===== src/inc/lcd_drv_params.svh =====
// constants for the multiplexed lcd segment driver
`ifndef LCD_DRV_PARAMS_SVH
`define LCD_DRV_PARAMS_SVH
`define CLK_HZ 40000000
`define FRAME_HZ 50
`define NUM_SEG 40
`define NUM_BP 3
`define SLOT_PER_FRAME 6
`define DEV_ADDR 8'h74
`define ADDR_BITS 8
`define LVL_0V5 2'h0
`define LVL_2V0 2'h1
`define LVL_3V5 2'h2
`define LVL_5V0 2'h3
`endif


===== src/inc/lcd_drv_pkg.sv =====
// types for the multiplexed lcd segment driver
package lcd_drv_pkg;
    typedef logic [1:0] level_t;
    typedef struct packed {
        logic clk_line;
        logic data_line;
    } bus_in_t;
    typedef struct packed {
        logic data_out;
        logic data_oe;
    } bus_out_t;
    typedef enum logic [1:0] {
        RX_ADDR = 2'b00,
        RX_DATA = 2'b01,
        RX_ACK = 2'b11,
        RX_SKIP = 2'b10
    } rx_state_t;
endpackage : lcd_drv_pkg


===== src/verilog/seg_wave.sv =====
// one segment output: drive level per slot from three stored bits
`timescale 1ns/100ps
`include "lcd_drv_params.svh"
module seg_wave (
    input wire logic clk, // system clock
    input wire logic resetn, // sync reset, active low
    input wire logic [2:0] seg_on, // on/off of the three segments
    input wire logic [1:0] bp_idx, // backplane owning this slot pair
    input wire logic inv_half, // second half of the slot pair
    output lcd_drv_pkg::level_t level // registered drive level
);
    import lcd_drv_pkg::*;
    // lit segment: opposite outer level to backplane select; unlit: inner
    wire logic sel_on = seg_on[bp_idx];
    wire level_t next_level = sel_on ?
        (inv_half ? `LVL_0V5 : `LVL_5V0) :
        (inv_half ? `LVL_2V0 : `LVL_3V5);
    always_ff @(posedge clk) begin
        if (!resetn) begin
            level <= `LVL_0V5;
        end else begin
            level <= next_level;
        end
    end
endmodule : seg_wave


===== src/verilog/lcd_seg_driver.sv =====
// multiplexed lcd segment driver: two-wire bus receiver and waveforms
// Behaviour
// - display runs from stored copy forever, no refresh needed
// - frame timing from own clock, near 50 Hz
// - three staircase backplanes spaced one third of a frame
// - all steps use four levels, two-bit level index
// - forty segment outputs, each multiplexed over three backplanes
// - segment level sequence chosen from its three stored bits
// - power-up shows every segment and annunciator lit
// - driver acts only on messages carrying its own address
// - addressed receiver acknowledges each byte by pulling data low
`timescale 1ns/100ps
`include "lcd_drv_params.svh"
module lcd_seg_driver #(
    parameter int NSEG = `NUM_SEG, // segment outputs
    parameter int FRAME_HZ = `FRAME_HZ // frame rate
) (
    input wire logic clk, // system clock, 40 MHz
    input wire logic resetn, // sync reset, active low
    input lcd_drv_pkg::bus_in_t bus_in, // serial clock and data pins
    output lcd_drv_pkg::bus_out_t bus_out, // data pull-low drive
    output lcd_drv_pkg::level_t bp_level [`NUM_BP], // backplane levels
    output lcd_drv_pkg::level_t seg_level [NSEG] // segment levels
);
    import lcd_drv_pkg::*;
    localparam int NBITS = 3 * NSEG;
    localparam int SLOT_CYC = `CLK_HZ / (FRAME_HZ * `SLOT_PER_FRAME);
    localparam int BYTES = (NBITS + 7) / 8;
    // byte counter is eight bits wide, slot counter needs two codes at least
    if (NSEG < 1 || BYTES > 255 || SLOT_CYC < 2) begin : g_bad_param
        $error("lcd_seg_driver: unsupported parameters");
    end

    // ----------------------------------------
    // pin synchronisers and edge detection
    // ----------------------------------------
    logic [1:0] sck_s;
    logic [1:0] sda_s;
    logic sck_d;
    logic sda_d;
    always_ff @(posedge clk) begin
        if (!resetn) begin
            sck_s <= 2'h3;
            sda_s <= 2'h3;
            sck_d <= 1'b1;
            sda_d <= 1'b1;
        end else begin
            sck_s <= {sck_s[0], bus_in.clk_line};
            sda_s <= {sda_s[0], bus_in.data_line};
            sck_d <= sck_s[1];
            sda_d <= sda_s[1];
        end
    end
    wire logic sck = sck_s[1];
    wire logic sda = sda_s[1];
    wire logic sck_rise = sck & ~sck_d;
    wire logic sck_fall = ~sck & sck_d;
    // start: data falls while clock high; stop: data rises while clock high
    // clock must already have stood high a cycle: our own ack edges sit
    // close to a clock edge and must not pass for start or stop
    wire logic start_ev = sck & sck_d & sda_d & ~sda;
    wire logic stop_ev = sck & sck_d & ~sda_d & sda;

    // ----------------------------------------
    // bus receiver
    // ----------------------------------------
    rx_state_t state;
    rx_state_t next_state;
    logic [7:0] shreg;
    logic [2:0] bitcnt;
    logic [7:0] bytecnt;
    logic addr_ok;
    logic msg_done;
    logic [NBITS-1:0] shadow;
    logic [NBITS-1:0] active;
    logic ack_drive;
    wire logic byte_done = sck_rise && bitcnt == 3'h7;
    wire logic [7:0] byte_val = {shreg[6:0], sda};
    wire logic addr_match = byte_val == `DEV_ADDR;
    wire logic full_msg = bytecnt == 8'(BYTES);

    // receiver state transitions
    always_comb begin
        next_state = state;
        unique case (state)
            RX_ADDR: if (byte_done) begin
                next_state = addr_match ? RX_ACK : RX_SKIP;
            end
            RX_DATA: if (byte_done) begin
                next_state = RX_ACK;
            end
            RX_ACK: if (sck_fall && ack_drive) begin
                next_state = RX_DATA;
            end
            RX_SKIP: next_state = RX_SKIP; // foreign message ignored
        endcase
        if (start_ev || stop_ev) begin
            next_state = RX_ADDR;
        end
    end

    // bit and byte counting, shadow fill
    always_ff @(posedge clk) begin
        if (!resetn) begin
            state <= RX_ADDR;
            shreg <= 8'h00;
            bitcnt <= 3'h0;
            bytecnt <= 8'h00;
            shadow <= '1;
        end else begin
            state <= next_state;
            if (start_ev || stop_ev) begin
                bitcnt <= 3'h0;
                bytecnt <= 8'h00;
            end else if (sck_rise && state != RX_ACK) begin
                shreg <= byte_val;
                bitcnt <= bitcnt + 3'h1;
            end
            if (state == RX_DATA && byte_done && !full_msg) begin
                shadow <= NBITS'({shadow, byte_val});
                bytecnt <= bytecnt + 8'h01;
            end
        end
    end

    // acknowledge: pull data low for the ninth clock of each taken byte
    always_ff @(posedge clk) begin
        if (!resetn) begin
            ack_drive <= 1'b0;
        end else if (start_ev || stop_ev) begin
            ack_drive <= 1'b0;
        end else if (state == RX_ACK && sck_fall) begin
            ack_drive <= ~ack_drive;
        end
    end

    // ----------------------------------------
    // frame timing
    // ----------------------------------------
    localparam int SW = $clog2(SLOT_CYC);
    logic [SW-1:0] slot_cnt;
    logic [2:0] slot;
    wire logic slot_end = slot_cnt == SW'(SLOT_CYC - 1);
    wire logic frame_end = slot_end &&
        slot == 3'(`SLOT_PER_FRAME - 1);
    always_ff @(posedge clk) begin
        if (!resetn) begin
            slot_cnt <= '0;
            slot <= 3'h0;
        end else begin
            slot_cnt <= slot_end ? '0 : slot_cnt + SW'(1);
            if (slot_end) begin
                slot <= frame_end ? 3'h0 : slot + 3'h1;
            end
        end
    end

    // ----------------------------------------
    // display copy: held until a new full message lands
    // ----------------------------------------
    always_ff @(posedge clk) begin
        if (!resetn) begin
            msg_done <= 1'b0;
            active <= '1;
        end else begin
            if (stop_ev && full_msg && state != RX_SKIP) begin
                msg_done <= 1'b1;
            end else if (frame_end) begin
                msg_done <= 1'b0;
            end
            if (frame_end && msg_done) begin
                active <= shadow;
            end
        end
    end

    // ----------------------------------------
    // backplanes: each owns two slots, staircase through four levels
    // ----------------------------------------
    wire logic [1:0] cur_bp = 2'(slot >> 1);
    wire logic inv_half = slot[0];
    genvar g;
    generate
        for (g = 0; g < `NUM_BP; g++) begin : g_bp
            wire logic own = cur_bp == 2'(g);
            wire level_t next_bp = own ?
                (inv_half ? `LVL_5V0 : `LVL_0V5) :
                (inv_half ? `LVL_3V5 : `LVL_2V0);
            always_ff @(posedge clk) begin
                if (!resetn) begin
                    bp_level[g] <= `LVL_2V0;
                end else begin
                    bp_level[g] <= next_bp;
                end
            end
        end
        for (g = 0; g < NSEG; g++) begin : g_seg
            seg_wave u_seg (
                .clk(clk),
                .resetn(resetn),
                .seg_on(active[3*g +: 3]),
                .bp_idx(cur_bp),
                .inv_half(inv_half),
                .level(seg_level[g])
            );
        end
    endgenerate

    // open-drain data pin, registered
    always_ff @(posedge clk) begin
        if (!resetn) begin
            bus_out <= '0;
        end else begin
            bus_out.data_out <= 1'b0;
            bus_out.data_oe <= ack_drive;
        end
    end
endmodule : lcd_seg_driver


===== config.mk =====
export PLATFORM = sky130hd
export DESIGN_NAME = lcd_seg_driver
export DESIGN_NICKNAME = d
export VERILOG_FILES = /design/src/inc/lcd_drv_pkg.sv /design/src/verilog/seg_wave.sv /design/src/verilog/lcd_seg_driver.sv
export VERILOG_INCLUDE_DIRS = /design/src /design/src/inc
export SDC_FILE = /design/constraint.sdc
export NUM_CORES = 1
export LEC_CHECK = 0
export BUFFER_PORTS_ARGS = -buffer_cell sky130_fd_sc_hd__buf_2
export CAP_MARGIN = 20
export CORE_MARGIN = 1.5
export CORE_UTILIZATION = 25
export CTS_BUF_LIST = sky130_fd_sc_hd__clkbuf_8
export CTS_CLUSTER_DIAMETER = 200
export CTS_CLUSTER_SIZE = 10
export DETAILED_ROUTE_END_ITERATION = 10
export PLACE_DENSITY = 0.51
export REMOVE_ABC_BUFFERS = 1
export SYNTH_ARGS = -nofsm -noshare
export SYNTH_HDL_FRONTEND = slang
export SYNTH_HIERARCHICAL = 1
export SYNTH_SLANG_ARGS = --single-unit

===== constraint.sdc =====
create_clock -name clk -period 12.4 [get_ports clk]
set_clock_uncertainty 0.15 [all_clocks]
set_input_delay 0 -clock clk [delete_from_list [all_inputs] [get_ports clk]]
set_output_delay 0 -clock clk [all_outputs]
set_load 0.02 [all_outputs]

======== After elaboration in Yosys (flattened, before gate mapping) ========
Index checks and enable logic that the tools add are counted.
Widths: inputs -> output; s select.
storage, ports and cells
  bits of input ports ..................... 4
  logic and storage cells ................. 250
  output and inout bits ................... 88
  register bits after elaboration ......... 377
operators by class
  mux-type cells .......................... 137
  bitwise gates (word level) .............. 14
  reduce and logical (&&, ||, !) cells .... 20
  $add $sub $neg .......................... 4
  equality and inequality tests ........... 15
  order comparisons ....................... 1
operators by type and width
  operator               number
  $mux 2                 50
  $bmux 1 s2             40
  $mux 1                 43
  $add 18x1->18 const B  1
  $eq 18x18->1 const B   1
  $mux 8                 2
  $logic_and 1x1->1      10
  $ne 2x2->1 const B     5
  $add 8x1->8 const B    1
  $eq 8x4->1 const B     1
  $eq 8x7->1 const B     1
  $pmux 2 s4             1
  $and 1x1->1            7
  $not 1->1              7
  $add 3x1->3 const B    2
  $eq 2x2->1 const B     3
  $eq 3x3->1 const B     2
  $eq 2x1->1 const B     2
  $logic_not 2->1        2
  $reduce_bool 2->1      2
  $reduce_or 2->1        2
  $lt 2x3->1 const B     1
  $mux 3                 1
  $reduce_and 3->1       1
  other kinds (3)        3

======== Longest topological paths before layout ========
  word-level depth ........................ 6
  mapped depth ............................ 9

======== By module ========
Netlist, hierarchy kept.
by module, submodules not included
  module          sequential area each (µm²)  times used  cells each  area an instance (µm²)
  lcd_seg_driver  5885.6                      1           1214        11404.7
  seg_wave        40.0                        40          11          111.4

======== Worst setup path after synthesis ========
Ideal clock, no wire load.
  kind .................................... register to register
  start point ............................. register slot[2]
  end point ............................... register active[100]
  setup time .............................. 0.120 ns
  stages on the path, launching flop included .. 7
  clock period less this slack ............ 4.533 ns
  slack ................................... 7.867 ns
  arrival time ............................ 4.263 ns
  data required time ...................... 12.130 ns
  cells stage by stage .................... dfxtp_1 and2_1 nand2_1 clkbuf_1 clkbuf_1 o31a_1 a211o_1
on the way
  cells in the longest elaborated chain, start to end .. 3
ends and longest elaborated chain
  item                      RTL line               text
  start: declaration        lcd_seg_driver.sv:142  logic [2:0] slot;
  start signal: assignment  lcd_seg_driver.sv:153  slot <= frame_end ? 3'h0 : slot + 3'h1;
  $eq 3x3->1                lcd_seg_driver.sv:145  slot == 3'(`SLOT_PER_FRAME - 1);
  $logic_and 1x1->1         lcd_seg_driver.sv:144  wire logic frame_end = slot_end &&
  $logic_and 1x1->1         lcd_seg_driver.sv:171  if (frame_end && msg_done) begin
  end signal: assignment    lcd_seg_driver.sv:172  active <= shadow;
  end: declaration          lcd_seg_driver.sv:75   logic [NBITS-1:0] active;
Every way passes these cells.
A chain may end at the register's enable or synchronous reset.

======== Worst setup path after layout ========
  start point ............................. register slot_cnt[2]
  end point ............................... register active[97]
on the way
  cells in the longest elaborated chain, start to end .. 3
ends and longest elaborated chain
  item                      RTL line               text
  start: declaration        lcd_seg_driver.sv:141  logic [SW-1:0] slot_cnt;
  start signal: assignment  lcd_seg_driver.sv:151  slot_cnt <= slot_end ? '0 : slot_cnt + SW'(1);
  $eq 18x18->1              lcd_seg_driver.sv:143  wire logic slot_end = slot_cnt == SW'(SLOT_CYC - 1);
  $logic_and 1x1->1         lcd_seg_driver.sv:144
  $logic_and 1x1->1         lcd_seg_driver.sv:171
Every way passes these cells.

==> impl_results.md <==
- Num CTS Buffers: 43
- Synth top area share: 0.4721
- Worst Path Max Fanout: 69
- Wire per inst: 15.38 um
- Final setup viols: 0
- Routed WL: 39,070 um
- Post-synth ARST share: 0
- Post-synth EDFFs: 0
- Clock Latency Late Sink: 0.62 ns
- Leak: 6.534 nW
- Power Density: 116.6 nW/um2
- Worst Max-Slew Pin Slew: 1.095 ns
- VDD IR max: 57.06 uV
- Die W: 254.9 um
- CTS tree: built
- Initial antenna violation count: 0
- Row count: 92
- Post-route cell area: 17,590 um2
- CP Class: flop to flop
- Synth area leaders: dfxtp_1 47%, nand2_1 7.1%, ha_1 6.9%
- I/O pin count: 92
- Cell count after placement: 2,484
- Final ANT Viol Nets: 0
- Fmax: 283.7 MHz
- Number of post-CTS setup repair buffers: 0
- Met1 Resource Use GR: 0.1574
- Type of origin of the critical path: flop
- Fin nets: 1,782
- 1st-pass router iterations: 4
- DP Area: 16,860 um2
- DR iter-0 viols: 734
- CORE AREA: 62,850 um2
- #FFs+latches synth: 374
- Total track usage: 0.1202
- Cell accounting for the most synthesized area: dfxtp_1
- Die Ht: 254.9 um
- CTS sink cnt: 374
- Post-Syn Instances: 1,654
- Critical path startpoint: slot_cnt[2]
- CTS H-Tree Depth: 2
- Gp weighted congestion: 0.7076
- Post-synth top flop: dfxtp_1
- Hold Vio Cnt, Final: 0
- Initial core utilization: 0.2523
- First-pass GRT wire length: 63,380 um
- Status: complete, no violations
- Most used cell, CP: buf_4
- DR DRC count: 0
- Die area: 64,960 um2
- Final Non-Filler Cells: 2,541
- Fillers: 6,715
- Slew headroom: 0.2700
- Busiest layer in global routing: met2
- Slew Viols, Final: 0
- Largest stage delay on the critical path: 0.73 ns
- CTS Buffer Depth: 3
- Total grt overflow: 0
- Ys Warns: 6
- Cell with the most instances after synthesis: dfxtp_1
- RSZ-0062 raised after global routing: no
- PortBufs: 90
- Hold Crit Start: resetn
- Crit. End Element: flop
- HP Class: input port to flop
- Hold-fix buffers, CTS: 7
- CTS root buf: clkbuf_8
- Largest net degree at the start of global routing: 92
- CP arrival: 3.92 ns
- MaxCap Viol Count: 0
- Register area share after synthesis: 0.4721
- RR Startpoint: slot_cnt[2]
- Area growth syn-to-layout: 10.91%
- Most frequent cells after synthesis: 374 x dfxtp_1, 301 x nand2_1, 138 x nand3_1
- Critical Path RT: 12.79 ns
- Vias per cell: 4.743
- Ratio of cells with drive above 1 in the final layout: 0.09740
- Final HPWL DP: 21,840 um
- Met2 global-route usage: 0.2014
- Cell Chain, Critical Path: nor4b_2 > nand3_4 > buf_4 > nor3_2 > buf_4 > a211o_1
- Syn_area_per_cell: 9.588 um2
- Crit share post-route: 0.2843
- Sum Neg Setup Slack: 0 ns
- Via count: 12,050
- Synth cell types: 50
- Clock Pin Slew Worst Setup and Hold Paths: 0.08 ns
- CP max stage cell: nand3_4
- Total power: 2.051 mW
- # resized after CTS: 0
- Number of global-route vias before repair: 12,070
- Grt met3 use: 0.01912
- Syn Std Cell Area: 15,860 um2
- Final Critical Period: 3.525 ns
- Final core occ: 0.2799
-- placed cells by master (no fill, tap or decap), types with 3 or more instances in the layout --
cell type	n
dfxtp_1	371
nand2_1	300
nand3_1	137
o31a_1	120
a211o_1	120
buf_2	89
ha_1	87
mux2i_1	50
inv_1	48
and2_1	44
clkbuf_8	44
o22ai_1	40
o22a_1	40
o21a_1	40
nor2_1	34
buf_4	14
xnor2_1	12
a21oi_1	9
xor2_1	7
nand2b_1	7
dlygate4sd3_1	7
nand4_1	6
o21ai_0	6
or4_1	6
nor3_1	5
nor4_1	5
a31oi_1	5
o31ai_1	4
or3_1	3
-- power breakdown --
part | internal (mW) | switching (mW) | total (mW)
combinational | 0.0227 | 0.0517 | 0.0744
sequential | 1.22 | 0.00530 | 1.22
clock | 0.319 | 0.437 | 0.756
-- state kept, by name (all words and copies together) (netlist names), 2 cells and up --
name / count
slot: 3
bytecnt: 8
bp_level: 4
active: 120
slot_cnt: 18
sda_s: 2
sck_s: 2
shadow: 120
state: 2
shreg: 7
bitcnt: 3
g_seg.u_seg/level: 80
-- kinds of logic (layout without fill, tap and decap cells) --
group / after synthesis / count (layout) / synth area share
and+or+nand+nor: 564 / 564 / 0.1613
other: 1 / 2 / 0.0002365
AOI/OAI and AO/OA: 391 / 391 / 0.2021
xor gates and xnor gates: 19 / 19 / 0.01049
muxes: 50 / 50 / 0.03156
buffers and inverters: 168 / 208 / 0.05357
DFF: 374 / 374 / 0.4721
adders and majority gates: 87 / 87 / 0.06864
-- metrics by stage --
stage / hold WS [ns] / setup slack (ns)
floorplan: -0.08806 / 0.2700
global placement: 0.04762 / 8.632
detailed placement: 0.04752 / 8.572
CTS: 0.1135 / 8.557
global route: 0.1864 / 8.615
finish: 0.1699 / 8.875
-- path summary, 6_finish.rpt --
check	end	slack [ns]	depth (start not counted)
max	active[97]	8.87	6
min	bp_level[2]	0.17	3
max reg2reg	active[97]	8.87	6
min reg2reg	sda_s[1]	0.27	1
-- layout make-up --
cell class / instances / area [um2] / share of cell area
diodes: 1 / 2.502 / 0.0001423
repair buffers: 112 / 651.9 / 0.03706
clock inverters: 4 / 28.78 / 0.001636
flip-flops and latches: 374 / 7496 / 0.4262
multi-input cells: 1112 / 7564 / 0.4300
inverters: 48 / 182.7 / 0.01039
clock buffers: 44 / 605.6 / 0.03443
well taps: 846 / 1059 / 0.06018
-- worst max-delay path, delay by kind of cell, from the launching register on --
kind	cells	cell delay, ns
AO/OA/AOI/OAI	1	0.22
AND/OR/NAND/NOR	3	1.34
buffers and inverters	2	1.24
flip-flops	1	0.43
-- routing by layer --
metal | vias up | wire length [um]
li1 | 5950 | -
met1 | 5866 | 18720
met2 | 181 | 18070
met3 | 54 | 1536
met4 | 0 | 741
met5 | - | 0
No activity file was read; power rests on OpenSTA's default activity.
